==> src/gppc_defs.svh <==
// Constants for the port pin configuration logic
`ifndef GPPC_DEFS_SVH
`define GPPC_DEFS_SVH
`define GPPC_OFF_DATA 4'h0
`define GPPC_OFF_CFG_A 4'h1
`define GPPC_OFF_CFG_B 4'h2
`define GPPC_OFF_CFG_C 4'h3
`define GPPC_OFF_STATUS 4'h4
`define GPPC_OFF_PIN 4'h5
`define GPPC_OFF_AFOUT 4'h6
`define GPPC_RST_DATA 8'hff
`define GPPC_RST_CFG_A 8'h00
`define GPPC_RST_CFG_B 8'h00
`define GPPC_RST_CFG_C 8'h00
`define GPPC_RST_CFG_C_NOPU 8'hff
`define GPPC_STAT_PHASE 0
`define GPPC_STAT_HOLD 1
`define GPPC_INSTR_CYCLES 4'h4
`endif

==> src/gppc_pkg.sv <==
// Types for the port pin configuration logic
package gppc_pkg;
   typedef enum logic [2:0] {
      GPPC_BID_WP = 3'b000,
      GPPC_BID_OD = 3'b100,
      GPPC_OUT_PP = 3'b010,
      GPPC_OUT_OD = 3'b110,
      GPPC_IN_CMOS = 3'b001,
      GPPC_IN_TTL = 3'b101,
      GPPC_AF_PP = 3'b011,
      GPPC_AF_OD = 3'b111
   } gppc_cfg_t;
   typedef enum logic [1:0] {
      GPPC_ST_START = 2'b00,
      GPPC_ST_EXEC = 2'b01,
      GPPC_ST_END = 2'b11
   } gppc_phase_t;
endpackage

==> src/gppc_bit.sv <==
// One port bit: latches, buffer drive and alternate function routing
`timescale 1ns/100ps
module gppc_bit #(
   parameter int AF_COUNT = 2,
   parameter bit PULLUP_PRESENT = 1'b1,
   parameter bit ADC_BIT = 1'b0
) (
   input wire logic clk_sys,
   input wire logic sys_rst,
   input wire logic [2:0] cfg,
   input wire logic sample_start,
   input wire logic xfer_end,
   input wire logic wr_data,
   input wire logic wr_bit,
   input wire logic [AF_COUNT-1:0] altfunc_output_cfg,
   input wire logic [AF_COUNT-1:0] altfunc_output_cfg_en,
   input wire logic pin_in,
   output logic pin_out,
   output logic pin_oe,
   output logic weak_pullup_en,
   output logic input_latch,
   output logic analog_input_cfg,
   output logic analog_pass,
   output logic ttl_level
);
   logic master_reg;
   logic slave_reg;
   logic in_reg;
   logic af_and;
   logic drive_val;
   gppc_pkg::gppc_cfg_t mode;

   assign mode = gppc_pkg::gppc_cfg_t'(cfg);

   // Sources that are not enabled read as one so they drop out of the AND
   always_comb begin
      af_and = 1'b1;
      for (int i = 0; i < AF_COUNT; i++) begin
         if (altfunc_output_cfg_en[i]) begin
            af_and = af_and & altfunc_output_cfg[i];
         end
      end
      if (ADC_BIT && mode == gppc_pkg::GPPC_AF_OD) begin
         af_and = 1'b1;
      end
   end

   always_ff @(posedge clk_sys) begin
      if (sys_rst) begin
         master_reg <= 1'b1;
      end else if (wr_bit) begin
         master_reg <= wr_data;
      end
   end

   always_ff @(posedge clk_sys) begin
      if (sys_rst) begin
         slave_reg <= 1'b1;
      end else if (mode == gppc_pkg::GPPC_AF_PP || mode == gppc_pkg::GPPC_AF_OD) begin
         slave_reg <= af_and;
      end else if (xfer_end) begin
         slave_reg <= master_reg;
      end
   end

   always_ff @(posedge clk_sys) begin
      if (sys_rst) begin
         in_reg <= 1'b1;
      end else if (mode == gppc_pkg::GPPC_OUT_PP || mode == gppc_pkg::GPPC_OUT_OD) begin
         if (xfer_end) begin
            in_reg <= master_reg;
         end
      end else if (sample_start) begin
         in_reg <= pin_in;
      end
   end

   assign drive_val = slave_reg;

   // Drive type follows cfg directly, so a config write is seen at once
   always_comb begin
      pin_out = 1'b0;
      pin_oe = 1'b0;
      weak_pullup_en = 1'b0;
      unique case (mode)
         gppc_pkg::GPPC_BID_WP: begin
            pin_oe = ~drive_val;
            weak_pullup_en = PULLUP_PRESENT & drive_val;
         end
         gppc_pkg::GPPC_BID_OD: begin
            pin_oe = ~drive_val;
         end
         gppc_pkg::GPPC_OUT_PP, gppc_pkg::GPPC_AF_PP: begin
            pin_oe = 1'b1;
            pin_out = drive_val;
         end
         gppc_pkg::GPPC_OUT_OD, gppc_pkg::GPPC_AF_OD: begin
            pin_oe = ~drive_val;
         end
         gppc_pkg::GPPC_IN_CMOS, gppc_pkg::GPPC_IN_TTL: begin
            pin_oe = 1'b0;
         end
      endcase
   end

   assign input_latch = in_reg;
   // Driven value is seen by the alternate inputs whenever the buffer drives
   assign analog_input_cfg = pin_oe ? pin_out : pin_in;
   assign analog_pass = ADC_BIT && mode == gppc_pkg::GPPC_AF_OD;
   assign ttl_level = (mode != gppc_pkg::GPPC_IN_CMOS);
endmodule

==> src/gppc_port.sv <==
// Eight-bit general purpose port with per-bit configuration
`timescale 1ns/100ps
`include "gppc_defs.svh"
// Functional notes
// - Output mode turns buffer on, open drain or push pull per config.
// - Output mode: instruction end copies master to slave and input latch.
// - Bidirectional drives open drain or weak pull-up unless pull-up absent.
// - Bidirectional and alt output sample pin at instruction start.
// - Bidirectional copies master to slave at instruction end.
// - Bidirectional reads return pin level, not output latch.
// - Alt output: function signal loads slave; none means high or high-Z.
// - Shared alternate outputs are ANDed before driving pin.
// - Input buffer feeds alternate inputs directly; port reads still work.
// - Analog bit in open-drain alt TTL forces output 1, passes voltage.
// - Driven output value always appears on alternate input path.
// - Wait and halt keep pins unchanged except alt output pins, which follow the function; clock outputs stop in halt.
// - Three config bits select input, output or bidirectional per pin.
// - Input mode: tristate, sample at start, master to slave at end.
// - Reset: weak pull-up bidirectional, data all ones; else high-Z.
// - Per-bit bits select modes and TTL or CMOS input level.
module gppc_port #(
   parameter int WIDTH = 8,
   parameter int AF_COUNT = 2,
   parameter logic [7:0] PULLUP_MASK = 8'hff,
   parameter logic [7:0] ADC_MASK = 8'h00
) (
   input wire logic clk_sys,
   input wire logic sys_rst,
   input wire logic [3:0] reg_addr,
   input wire logic [7:0] reg_wdata,
   input wire logic reg_wr,
   input wire logic reg_rd,
   output logic [7:0] reg_rdata,
   input wire logic wait_mode,
   input wire logic halt_mode,
   input wire logic clk_out_src,
   output logic clk_out,
   input wire logic [WIDTH*AF_COUNT-1:0] altfunc_output_cfg,
   input wire logic [WIDTH*AF_COUNT-1:0] altfunc_output_cfg_en,
   output logic [WIDTH-1:0] analog_input_cfg,
   output logic [WIDTH-1:0] analog_pass,
   output logic [WIDTH-1:0] ttl_level,
   output logic [WIDTH-1:0] weak_pullup_en,
   input wire logic [WIDTH-1:0] pin_in,
   output logic [WIDTH-1:0] pin_out,
   output logic [WIDTH-1:0] pin_oe
);
   logic [7:0] cfg_a_reg;
   logic [7:0] cfg_b_reg;
   logic [7:0] cfg_c_reg;
   logic [7:0] rdata_reg;
   logic [3:0] cyc_reg;
   logic clk_gate_reg;
   logic hold;
   logic sample_start;
   logic xfer_end;
   logic wr_data_hit;
   logic [WIDTH-1:0] in_latch;
   gppc_pkg::gppc_phase_t phase_reg;

   assign hold = wait_mode | halt_mode;
   assign wr_data_hit = reg_wr && reg_addr == `GPPC_OFF_DATA;

   // Instruction cycle sequencer: start, execute, end
   always_ff @(posedge clk_sys) begin
      if (sys_rst) begin
         cyc_reg <= 4'h0;
      end else if (!hold) begin
         cyc_reg <= (cyc_reg == `GPPC_INSTR_CYCLES - 4'h1) ? 4'h0 : cyc_reg + 4'h1;
      end
   end

   always_ff @(posedge clk_sys) begin
      if (sys_rst) begin
         phase_reg <= gppc_pkg::GPPC_ST_START;
      end else if (!hold) begin
         unique case (phase_reg)
            gppc_pkg::GPPC_ST_START: phase_reg <= gppc_pkg::GPPC_ST_EXEC;
            gppc_pkg::GPPC_ST_EXEC: begin
               if (cyc_reg == `GPPC_INSTR_CYCLES - 4'h2) begin
                  phase_reg <= gppc_pkg::GPPC_ST_END;
               end
            end
            gppc_pkg::GPPC_ST_END: phase_reg <= gppc_pkg::GPPC_ST_START;
            default: phase_reg <= gppc_pkg::GPPC_ST_START;
         endcase
      end
   end

   // Input latch and slave updates freeze in wait and halt so pins outside alt output modes keep their state
   assign sample_start = !hold && phase_reg == gppc_pkg::GPPC_ST_START;
   assign xfer_end = !hold && phase_reg == gppc_pkg::GPPC_ST_END;

   always_ff @(posedge clk_sys) begin
      if (sys_rst) begin
         cfg_a_reg <= `GPPC_RST_CFG_A;
         cfg_b_reg <= `GPPC_RST_CFG_B;
         cfg_c_reg <= `GPPC_RST_CFG_C | (`GPPC_RST_CFG_C_NOPU & ~PULLUP_MASK);
      end else if (reg_wr) begin
         if (reg_addr == `GPPC_OFF_CFG_A) begin
            cfg_a_reg <= reg_wdata;
         end
         if (reg_addr == `GPPC_OFF_CFG_B) begin
            cfg_b_reg <= reg_wdata;
         end
         if (reg_addr == `GPPC_OFF_CFG_C) begin
            cfg_c_reg <= reg_wdata;
         end
      end
   end

   for (genvar n = 0; n < WIDTH; n++) begin : g_bit
      gppc_bit #(
         .AF_COUNT(AF_COUNT),
         .PULLUP_PRESENT(PULLUP_MASK[n]),
         .ADC_BIT(ADC_MASK[n])
      ) u_bit (
         .clk_sys(clk_sys),
         .sys_rst(sys_rst),
         .cfg({cfg_c_reg[n], cfg_b_reg[n], cfg_a_reg[n]}),
         .sample_start(sample_start),
         .xfer_end(xfer_end),
         .wr_data(reg_wdata[n]),
         .wr_bit(wr_data_hit),
         .altfunc_output_cfg(altfunc_output_cfg[n*AF_COUNT +: AF_COUNT]),
         .altfunc_output_cfg_en(altfunc_output_cfg_en[n*AF_COUNT +: AF_COUNT]),
         .pin_in(pin_in[n]),
         .pin_out(pin_out[n]),
         .pin_oe(pin_oe[n]),
         .weak_pullup_en(weak_pullup_en[n]),
         .input_latch(in_latch[n]),
         .analog_input_cfg(analog_input_cfg[n]),
         .analog_pass(analog_pass[n]),
         .ttl_level(ttl_level[n])
      );
   end

   // Clock output runs in wait, stops in halt
   always_ff @(posedge clk_sys) begin
      if (sys_rst) begin
         clk_gate_reg <= 1'b0;
      end else begin
         clk_gate_reg <= clk_out_src & ~halt_mode;
      end
   end
   assign clk_out = clk_gate_reg;

   always_ff @(posedge clk_sys) begin
      if (sys_rst) begin
         rdata_reg <= 8'h00;
      end else if (reg_rd) begin
         unique case (reg_addr)
            `GPPC_OFF_DATA: rdata_reg <= 8'(in_latch);
            `GPPC_OFF_CFG_A: rdata_reg <= cfg_a_reg;
            `GPPC_OFF_CFG_B: rdata_reg <= cfg_b_reg;
            `GPPC_OFF_CFG_C: rdata_reg <= cfg_c_reg;
            `GPPC_OFF_STATUS: rdata_reg <= {6'h00, hold, phase_reg == gppc_pkg::GPPC_ST_END};
            `GPPC_OFF_PIN: rdata_reg <= 8'(pin_in);
            `GPPC_OFF_AFOUT: rdata_reg <= 8'(analog_input_cfg);
            default: rdata_reg <= 8'h00;
         endcase
      end else begin
         rdata_reg <= 8'h00;
      end
   end
   assign reg_rdata = rdata_reg;
endmodule

==> config.mk <==
export PLATFORM = sky130hd
export DESIGN_NAME = gppc_port
export DESIGN_NICKNAME = d
export VERILOG_FILES = /design/src/gppc_pkg.sv /design/src/gppc_bit.sv /design/src/gppc_port.sv
export VERILOG_INCLUDE_DIRS = /design/src
export SDC_FILE = /design/constraint.sdc
export NUM_CORES = 1
export LEC_CHECK = 0
export ABC_AREA = 1
export BUFFER_PORTS_ARGS = -buffer_cell sky130_fd_sc_hd__buf_4
export CORE_MARGIN = 2
export CORE_UTILIZATION = 56
export DETAILED_ROUTE_END_ITERATION = 16
export PLACE_DENSITY = 0.95
export SKIP_CTS_REPAIR_TIMING = 1
export SYNTH_ARGS = -nofsm -noshare
export SYNTH_HDL_FRONTEND = slang
export SYNTH_SLANG_ARGS = --single-unit
==> constraint.sdc <==
create_clock -name clk_sys -period 1.9 [get_ports clk_sys]
set_clock_uncertainty 0.1 [all_clocks]
set_input_delay 0 -clock clk_sys [delete_from_list [all_inputs] [get_ports clk_sys]]
set_output_delay 0 -clock clk_sys [all_outputs]
set_load 0.1 [all_outputs]
; ---- Yosys cells after proc, flatten, opt, wreduce, memory -nomap -nowiden
; Cells that the tools add are included.
[word_totals]
regBits = 63
latch_bits = 0
ram_bits = 0
romBits = 0
input_bits = 59
output_inout_bits = 57
word_cells = 303
n_memories = 0
[op_classes]
n_addsub = 1
mul = 0
n_div = 0
n_lt_le_gt_ge = 0
n_eq_ne = 83
shift = 0
muxes = 84
bitwise_logic = 21
n_reduce_logical = 83
[op_table]
columns = op, n
row1 = $eq 3x3->1 const B, 32
row2 = $mux 1, 72
row3 = $pmux 8 s7, 1
row4 = $eq 3x2->1 const B, 16
row5 = $reduce_or 2->1, 17
row6 = $reduce_bool 2->1, 16
row7 = $reduce_or 4->1, 8
row8 = $eq 3x1->1 const B, 8
row9 = $logic_not 3->1, 8
row10 = $ne 3x1->1 const B, 8
row11 = $pmux 1 s3, 8
row12 = $reduce_and 2->1, 12
row13 = $eq 4x2->1 const B, 4
row14 = $logic_or 1x1->1, 16
row15 = $ne 2x2->1 const B, 8
row16 = $eq 4x3->1 const B, 3
row17 = $not 1->1, 11
row18 = $and 1x1->1, 9
row19 = $add 4x1->4 const B, 1
row20 = $eq 4x1->1 const B, 1
row21 = $logic_not 4->1, 1
row22 = $mux 4, 1
row23 = $pmux 2 s2, 1
row24 = $logic_and 1x1->1, 3
row25 = 7 further kinds, 7

; ---- Depth between registers and ports, before layout
; Gate-level depths: netlist of run 1.
[depth]
word_depth = 5
ltp_mapped = 9
depth_no_buf = 8

; ---- Hierarchy
; Synthesis of run 1 repeated with hierarchy kept, for this count alone.
[hier_totals]
hier_cells = 633
hier_area_um2 = 4007.6
[modules_own_cells]
columns = module, n_inst, cells_each, area_each_um2, seq_area_each_um2
row1 = gppc_bit, 8, 47, 261.5, 60.1
row2 = gppc_port, 1, 257, 1915.6, 780.7

; ---- Worst setup path before layout of run 1
; No wires, ideal clock.
[synth_path]
path_kind = flip-flop to flip-flop
start = register phase_reg[0]
end = register g_bit[2].u_bit.in_reg
setup_time_ns = 0.130
t_arrival_ns = 1.021
required_ns = 1.670
path_slack_ns = 0.649
stages_incl_launch_ff = 8
path_buffers = 0
period_less_slack_ns = 1.251
cell_sequence = dfxtp_1 -> nand2_1 -> nor2_2 -> inv_2 -> nand2_1 -> o21ai_0 -> nand2_1 -> nand3_1
[synth_between]
elab_chain_cells = 4
word_cells_on_any_way = 7
classes_between = eq/ne: 2 / reduce/logical: 5
[synth_lines]
columns = element, line
row1 = start: declaration, gppc_port.sv:59  ; gppc_pkg::gppc_phase_t phase_reg;
row2 = start signal: assignment, gppc_port.sv:75  ; phase_reg <= gppc_pkg::GPPC_ST_START;
row3 = start signal: assignment, gppc_port.sv:78  ; gppc_pkg::GPPC_ST_START: phase_reg <= gppc_pkg::GPPC_ST_EXEC;
row4 = start signal: assignment, gppc_port.sv:81  ; phase_reg <= gppc_pkg::GPPC_ST_END;
row5 = $eq 2x2->1 or $logic_not 2->1 (tied branches), "gppc_port.sv:92, gppc_port.sv:91"
row6 = $logic_and 1x1->1 (on tied branches), "gppc_port.sv:92, gppc_port.sv:91"
row7 = $ne 2x2->1 (no line) or $reduce_bool 2->1 (tied branches), -
row8 = $reduce_and 2->1 (no line) *, -
row9 = end signal: assignment, gppc_bit.sv:71  ; in_reg <= master_reg;
row10 = end signal: assignment, gppc_bit.sv:74  ; in_reg <= pin_in;
row11 = end: declaration, gppc_bit.sv:28  ; logic in_reg;
; Every way passes the cells marked *; elsewhere a longest branch is shown, timed or not.
; A chain may end at the register's enable or synchronous reset.

; ---- Worst setup path in the final report of run 1
[layout_path]
start = register cfg_b_reg[5]
end = output port analog_input_cfg[5]
[layout_between]
elab_chain_cells = 4
word_cells_on_any_way = 14
classes_between = eq/ne: 7 / mux: 3 / reduce/logical: 4
[layout_lines]
columns = element, line
row1 = start: declaration, gppc_port.sv:49  ; logic [7:0] cfg_b_reg;
row2 = start signal: assignment, gppc_port.sv:97  ; cfg_b_reg <= `GPPC_RST_CFG_B;
row3 = start signal: assignment, gppc_port.sv:104  ; cfg_b_reg <= reg_wdata;
row4 = "$eq 3x3->1, or another cell as far along", gppc_bit.sv:85  ; unique case (mode)
row5 = $reduce_or 4->1 (no line) or $reduce_or 2->1 (tied branches), -
row6 = $pmux 1 s3 or $mux 1 (tied branches), gppc_bit.sv:85
row7 = $mux 1 *, gppc_bit.sv:108  ; assign analog_input_cfg = pin_oe ? pin_out : pin_in;
row8 = end: declaration, gppc_port.sv:40  ; output logic [WIDTH-1:0] analog_input_cfg,
; Marked as above.

==> flow_metrics.env, run 1 <==
export IMPL_yosysSeqAreaShare_pct=32.6
export IMPL_fin_crit_sh_pct=85.3
export IMPL_grt_pass1_vias=3763
export IMPL_clockBufferDepth=2
export IMPL_overflow=0
export IMPL_die_y_um=87.1
export IMPL_yosys_warnings=0
export IMPL_num_antenna_cells=0
export IMPL_cts_max_level=3
export IMPL_hold_viol=2
export IMPL_cts_buffers=9
export IMPL_syn_to_final_growth_pct=27.4
export IMPL_core_area_sq_mm=0.00676
export IMPL_r2r_setup_slack_ns=0.29
export IMPL_clkLatencyLatePin_ns=0.35
export IMPL_start_util_pct=57.2
export IMPL_drt_iter0_markers=388
export IMPL_met3_wirelength_um=888
export IMPL_die_w_um=87.1
export IMPL_grt_pass1_wl_mm=16.8
export IMPL_crit_path_start_kind="flip-flop"
export IMPL_drt_total_wl_mm=11.2
export IMPL_hp_class="input port to flip-flop"
export IMPL_drtAntennaViolNets=0
export IMPL_finalSetupTns_ns=0
export IMPL_max_freq_ghz=0.617
export IMPL_wl_met1_mm=4.55
export IMPL_synthCells=594
export IMPL_min_delay_start="pin_in[0]"
export IMPL_maxCapViolations=0
export IMPL_synth_cell_types=25
export IMPL_grt_max_degree=44
export IMPL_portBuffers=107
export IMPL_drc=0
export IMPL_fp_row_count=30
export IMPL_worstReg2RegStart="cfg_a_reg[2]"
export IMPL_vias=4321
export IMPL_critPathCaptureType="primary output"
export IMPL_leakagePower_nw=2.41
export IMPL_io_pins=116
export IMPL_reg2reg_to="g_bit[2].u_bit.drive_val"
export IMPL_dr_pass1_iters=4
export IMPL_slew_violations=0
export IMPL_viasPerCell=5.52
export IMPL_cts_root_buffer="clkbuf_8"
export IMPL_critPathLaunch="cfg_b_reg[5]"
export IMPL_path_clk_slew_ns=0.07
export IMPL_grt_use_total_pct=28.1
export IMPL_crit_path_end="analog_input_cfg[5]"
export IMPL_drive_gt1_share_pct=20.3
export IMPL_clock_sinks=63
export IMPL_ys_ff_latch=63
export IMPL_place_hpwl_mm=7.70
export IMPL_power_density_mw_per_mm2=659
export IMPL_holdWs_ns=-0.0440
export IMPL_worstPathArrival_ns=1.52
export IMPL_path_max_fanout=7
export IMPL_rr_worst_depth=5
export IMPL_highest_layer="met4"
export IMPL_dieArea_sq_mm=0.00759
export IMPL_rsz0062_at_grt="no"
export IMPL_gp_routability_congestion=0.879
export IMPL_p_total_mw=3.25
export IMPL_finalSetupViolations=0
export IMPL_wire_per_inst_um=14.4
export IMPL_avgSynthCellArea_sq_um=6.51
export IMPL_grt_antenna_before_repair=0
export IMPL_met2_length_mm=5.48
export IMPL_outcome="finished with violations"
export IMPL_nets=760
export IMPL_syn_area_sq_mm=0.00387
export IMPL_finalCriticalPeriod_ns=1.62
export IMPL_cp_required_ns=1.80
export IMPL_worstSetupPathType="flip-flop to primary output"
export IMPL_ir_worst_vdd_mv=0.446
export IMPL_violations="hold timing"
export IMPL_cts_tree="built"
area by class of cell:
type                            instances  area (sq um)
Tap cell                               80           100
Fill cell                             528          1830
Clock inverter                          1          5.00
Clock buffer                           14           153
Inverter                               76           285
Multi-Input combinational cell        394          1870
Timing Repair Buffer                  155          1250
Sequential cell                        63          1260
cell usage in the layout, fill, tap and decap left out, drive strengths merged, types with 14 or more instances in the layout:
cell type / count
nand2: 129
nor2: 41
buf: 120
clkbuf: 14
o21ai: 67
dfxtp: 63
a21oi: 48
inv: 76
dlygate4sd3: 35
nand3: 74
synthesized netlist by cell type:
cell type | instances | share of area (%)
buf_4 | 53 | 10
buf_6 | 2 | 0.58
a211oi_1 | 1 | 0.19
nand4_1 | 2 | 0.32
o21ai_0 | 65 | 8.4
nor2_1 | 35 | 3.4
clkbuf_1 | 7 | 0.68
ha_1 | 2 | 0.65
o211ai_1 | 13 | 2.5
a21oi_1 | 48 | 6.2
nand3b_1 | 4 | 0.78
xor2_1 | 1 | 0.23
nor2_2 | 1 | 0.16
nor3_1 | 4 | 0.52
nor2_4 | 5 | 1.5
dfxtp_1 | 63 | 33
nand2_2 | 2 | 0.32
nand3_1 | 72 | 9.3
inv_1 | 74 | 7.2
conb_1 | 1 | 0.097
o21ai_1 | 2 | 0.26
buf_2 | 6 | 0.78
nand2_1 | 127 | 12
nand3_2 | 2 | 0.52
inv_2 | 2 | 0.19
metal layers:
metal | GRT usage (%) | vias to the layer above
met4 | 13.6 | 0
li1 | - | 2088
met5 | 0 | -
met3 | 6.16 | 36
met1 | 35.0 | 1975
met2 | 46.2 | 222
worst min path at each step:
stage	endpoint	slack, ns	depth (start not counted)
after global placement	clk_out	0.1	2
after floorplan	clk_out	-0.03	1
after CTS	clk_out	-0.27	2
final	g_bit[0].u_bit.input_latch	-0.04	5
after global routing	g_bit[0].u_bit.input_latch	0.005	5
after detailed placement	clk_out	0.10	2
power breakdown:
part | internal, mW | switching [mW]
Clock | 0.502 | 0.507
Sequential | 1.36 | 0.0336
Combinational | 0.248 | 0.597
metrics by stage:
step | util, % | setup slack, ns | hold slack (ns) | cells | area, sq um
global route | 72.9 | 0.158 | 0.00497 | 783 | 4930
CTS | 67.7 | 0.282 | -0.268 | 748 | 4580
global placement | 65.4 | 0.445 | 0.0969 | 733 | 4420
detailed placement | 65.4 | 0.429 | 0.103 | 733 | 4420
finish | 72.9 | 0.280 | -0.0440 | 783 | 4930
floorplan | - | 0.649 | -0.0280 | 601 | 3890
worst max-delay path, stage by stage, from the launching register on:
cell and delay, ns:
dfxtp_1 0.37, inv_1 0.14, o21ai_0 0.19, nand2_1 0.10, nand2_1 0.06, nand2_1 0.08, buf_4 0.24
logic make-up (layout without fill, tap and decap cells):
| group | count (synthesis) | in the layout | share of synthesized area, % |
|---|---|---|---|
| and+or+nand+nor | 254 | 254 | 29.1 |
| buffers and inverters | 144 | 246 | 19.7 |
| AOI/OAI and AO/OA | 129 | 129 | 17.6 |
| DFF | 63 | 63 | 32.6 |
| adders and majority gates | 2 | 2 | 0.647 |
| other | 1 | 8 | 0.0970 |
| xor gates and xnor gates | 1 | 1 | 0.227 |
Note: power is estimated with default switching activity, not from simulation.
==> run 2: changes to the inputs <==
- CORE_UTILIZATION: 56 -> 47
- PLACE_DENSITY: 0.95 -> 0.87
- SETUP_SLACK_MARGIN: not set -> 0.3
- clock period: 1.9 -> 1.4 ns (I/O delays scaled with it)
==> run 2 against run 1 <==
Effect of this change: the flow finishes with violations (hold timing, setup timing); sequential share of layout area fell by 4.8 points; non-clock buffer count rose by 43; power rose by 50%; critical path depth did not move; worst setup slack got worse by 0.40 ns; combinational power rose by 79%; core utilization rose by 7.8 points; global-route usage fell by 4.6 points; largest cell class unchanged.
==> flow_metrics.env, run 2 (synthesized netlist as in run 1, its figures left out) <==
export IMPL_outcome="finished with violations"
export IMPL_violations="hold timing, setup timing"
export IMPL_drt_total_wl_mm=16.8
export IMPL_place_inst=760
export IMPL_ir_worst_vdd_mv=0.451
export IMPL_grt_max_degree=18
export IMPL_cpMostUsedCell="nand2_4"
export IMPL_clkLatencyLatePin_ns=0.35
export IMPL_start_util_pct=47.8
export IMPL_syn_to_final_growth_pct=68.8
export IMPL_rsz0062_at_grt="yes"
export IMPL_drt_iter0_markers=629
export IMPL_dr_pass1_iters=10
export IMPL_cts_tree="built"
export IMPL_nets=806
export IMPL_cts_max_level=3
export IMPL_finalSetupViolations=8
export IMPL_portBuffers=107
export IMPL_tightest_slew_ns=0.641
export IMPL_num_antenna_cells=0
export IMPL_p_clk_share_pct=30.2
export IMPL_fp_row_count=33
export IMPL_finalCriticalPeriod_ns=1.52
export IMPL_vias=5060
export IMPL_grt_pass1_wl_mm=16.7
export IMPL_slew_violations=0
export IMPL_grt_pass1_vias=3686
export IMPL_critPathCaptureType="flip-flop"
export IMPL_max_freq_ghz=0.657
export IMPL_worstPathArrival_ns=1.61
export IMPL_final_core_util_pct=80.7
export IMPL_layout_commonest_cell="buf_4"
export IMPL_switching_power_mw=1.82
export IMPL_core_area_sq_mm=0.00809
export IMPL_timing_final_ws_setup_ns=-0.122
export IMPL_slowest_stage="dfxtp_4"
export IMPL_final_cell_mix="buf_4, nand2_1, nand3_1"
export IMPL_maxCapViolations=0
export IMPL_holdWs_ns=-0.123
export IMPL_overflow=0
export IMPL_die_w_um=94.7
export IMPL_internal_power_mw=3.04
export IMPL_cpPeakStageDelay_ns=0.39
export IMPL_worstPathCellList="nand2_4, nor2_4, buf_6, nand2_4, o211ai_1, nand3_1"
export IMPL_power_frac_seq_pct=38.6
export IMPL_final_cell_count_no_fill=854
export IMPL_hold_viol=12
export IMPL_cts_root_buffer="clkbuf_8"
export IMPL_clock_sinks=63
export IMPL_worstSetupPathType="flip-flop to flip-flop"
export IMPL_drive_gt1_share_pct=45.8
export IMPL_gp_routability_congestion=0.851
export IMPL_wire_per_inst_um=19.7
export IMPL_drc=0
export IMPL_drtAntennaViolNets=0
export IMPL_io_pins=116
export IMPL_path_max_fanout=5
export IMPL_leakagePower_nw=2.98
export IMPL_path_clk_slew_ns=0.09
export IMPL_die_y_um=94.7
export IMPL_combPwrFrac_pct=31.1
export IMPL_switching_share_pct=37.4
export IMPL_fin_crit_sh_pct=109
export IMPL_crit_path_start_kind="flip-flop"
export IMPL_power_density_mw_per_mm2=745
export IMPL_relSlewSlack_pct=57.1
export IMPL_cp_required_ns=1.49
export IMPL_place_hpwl_mm=7.76
export IMPL_viasPerCell=5.93
export IMPL_hp_class="input port to flip-flop"
export IMPL_grt_use_total_pct=23.6
export IMPL_dieArea_sq_mm=0.00897
export IMPL_clockBufferDepth=2
export IMPL_grt_antenna_before_repair=0
export IMPL_cts_buffers=9
-- run 2: final timing paths --
| kind | end | cells past startpoint | slack [ns] | startpoint |
|---|---|---|---|---|
| worst max register to register | g_bit[4].u_bit.drive_val | 6 | -0.12 | phase_reg[0] |
| worst min register to register | g_bit[1].u_bit.input_latch | 2 | 0.39 | g_bit[1].u_bit.input_latch |
| worst min-delay path | cyc_reg[1] | 3 | -0.12 | wait_mode |
| worst max-delay path | g_bit[4].u_bit.drive_val | 6 | -0.12 | phase_reg[0] |
-- run 2: routing by layer --
metal  routed length [um]  share of wire (%)  up-vias  track usage (%)
met5                    0                  0        -                0
met2                 8140                 48      455             38.4
met4                 1320                7.8        0             13.4
met3                 1850                 11      146             5.27
li1                     -                  -     2191                -
met1                 5540                 33     2268             28.6
-- run 2: cell type report --
class | instances | area (sq um)
clock buffers | 11 | 141
well taps | 105 | 131
repair inverters | 1 | 16.3
multi-input cells | 396 | 2400
fillers | 449 | 1560
flip-flops and latches | 63 | 1360
repair buffers | 198 | 2130
inverters | 76 | 335
clock inverters | 4 | 21.3
-- run 2: power groups by stage --
| stage | registers [mW] | clock network, mW | logic (mW) |
|---|---|---|---|
| 6_report | 1.88 | 1.47 | 1.51 |
| 5_1_grt | 1.88 | 1.50 | 1.57 |
| 4_1_cts | 1.89 | 1.40 | 1.08 |
| 3_5_place_dp | 1.93 | 0 | 1.08 |
| 3_3_place_gp | 1.93 | 0 | 1.06 |
| 2_1_floorplan | 1.96 | 0 | 0.813 |
-- run 2: metrics by stage --
stage	total power, mW	instance area, sq um	setup WS (ns)	setup TNS [ns]
after floorplan	2.78	3940	0.275	0
after global placement	2.99	4500	0.118	0
after detailed placement	3.00	4500	0.0823	0
after CTS	4.37	4660	-0.179	-2.40
after global routing	4.95	6530	-0.118	-0.815
final	4.86	6530	-0.122	-0.365
-- run 2: critical path, delay by kind of cell (launching register included) --
| kind | cells | cell delay (ns) |
|---|---|---|
| flip-flops | 1 | 0.39 |
| buffers and inverters | 1 | 0.17 |
| AND/OR/NAND/NOR | 4 | 0.59 |
| AO/OA/AOI/OAI | 1 | 0.12 |
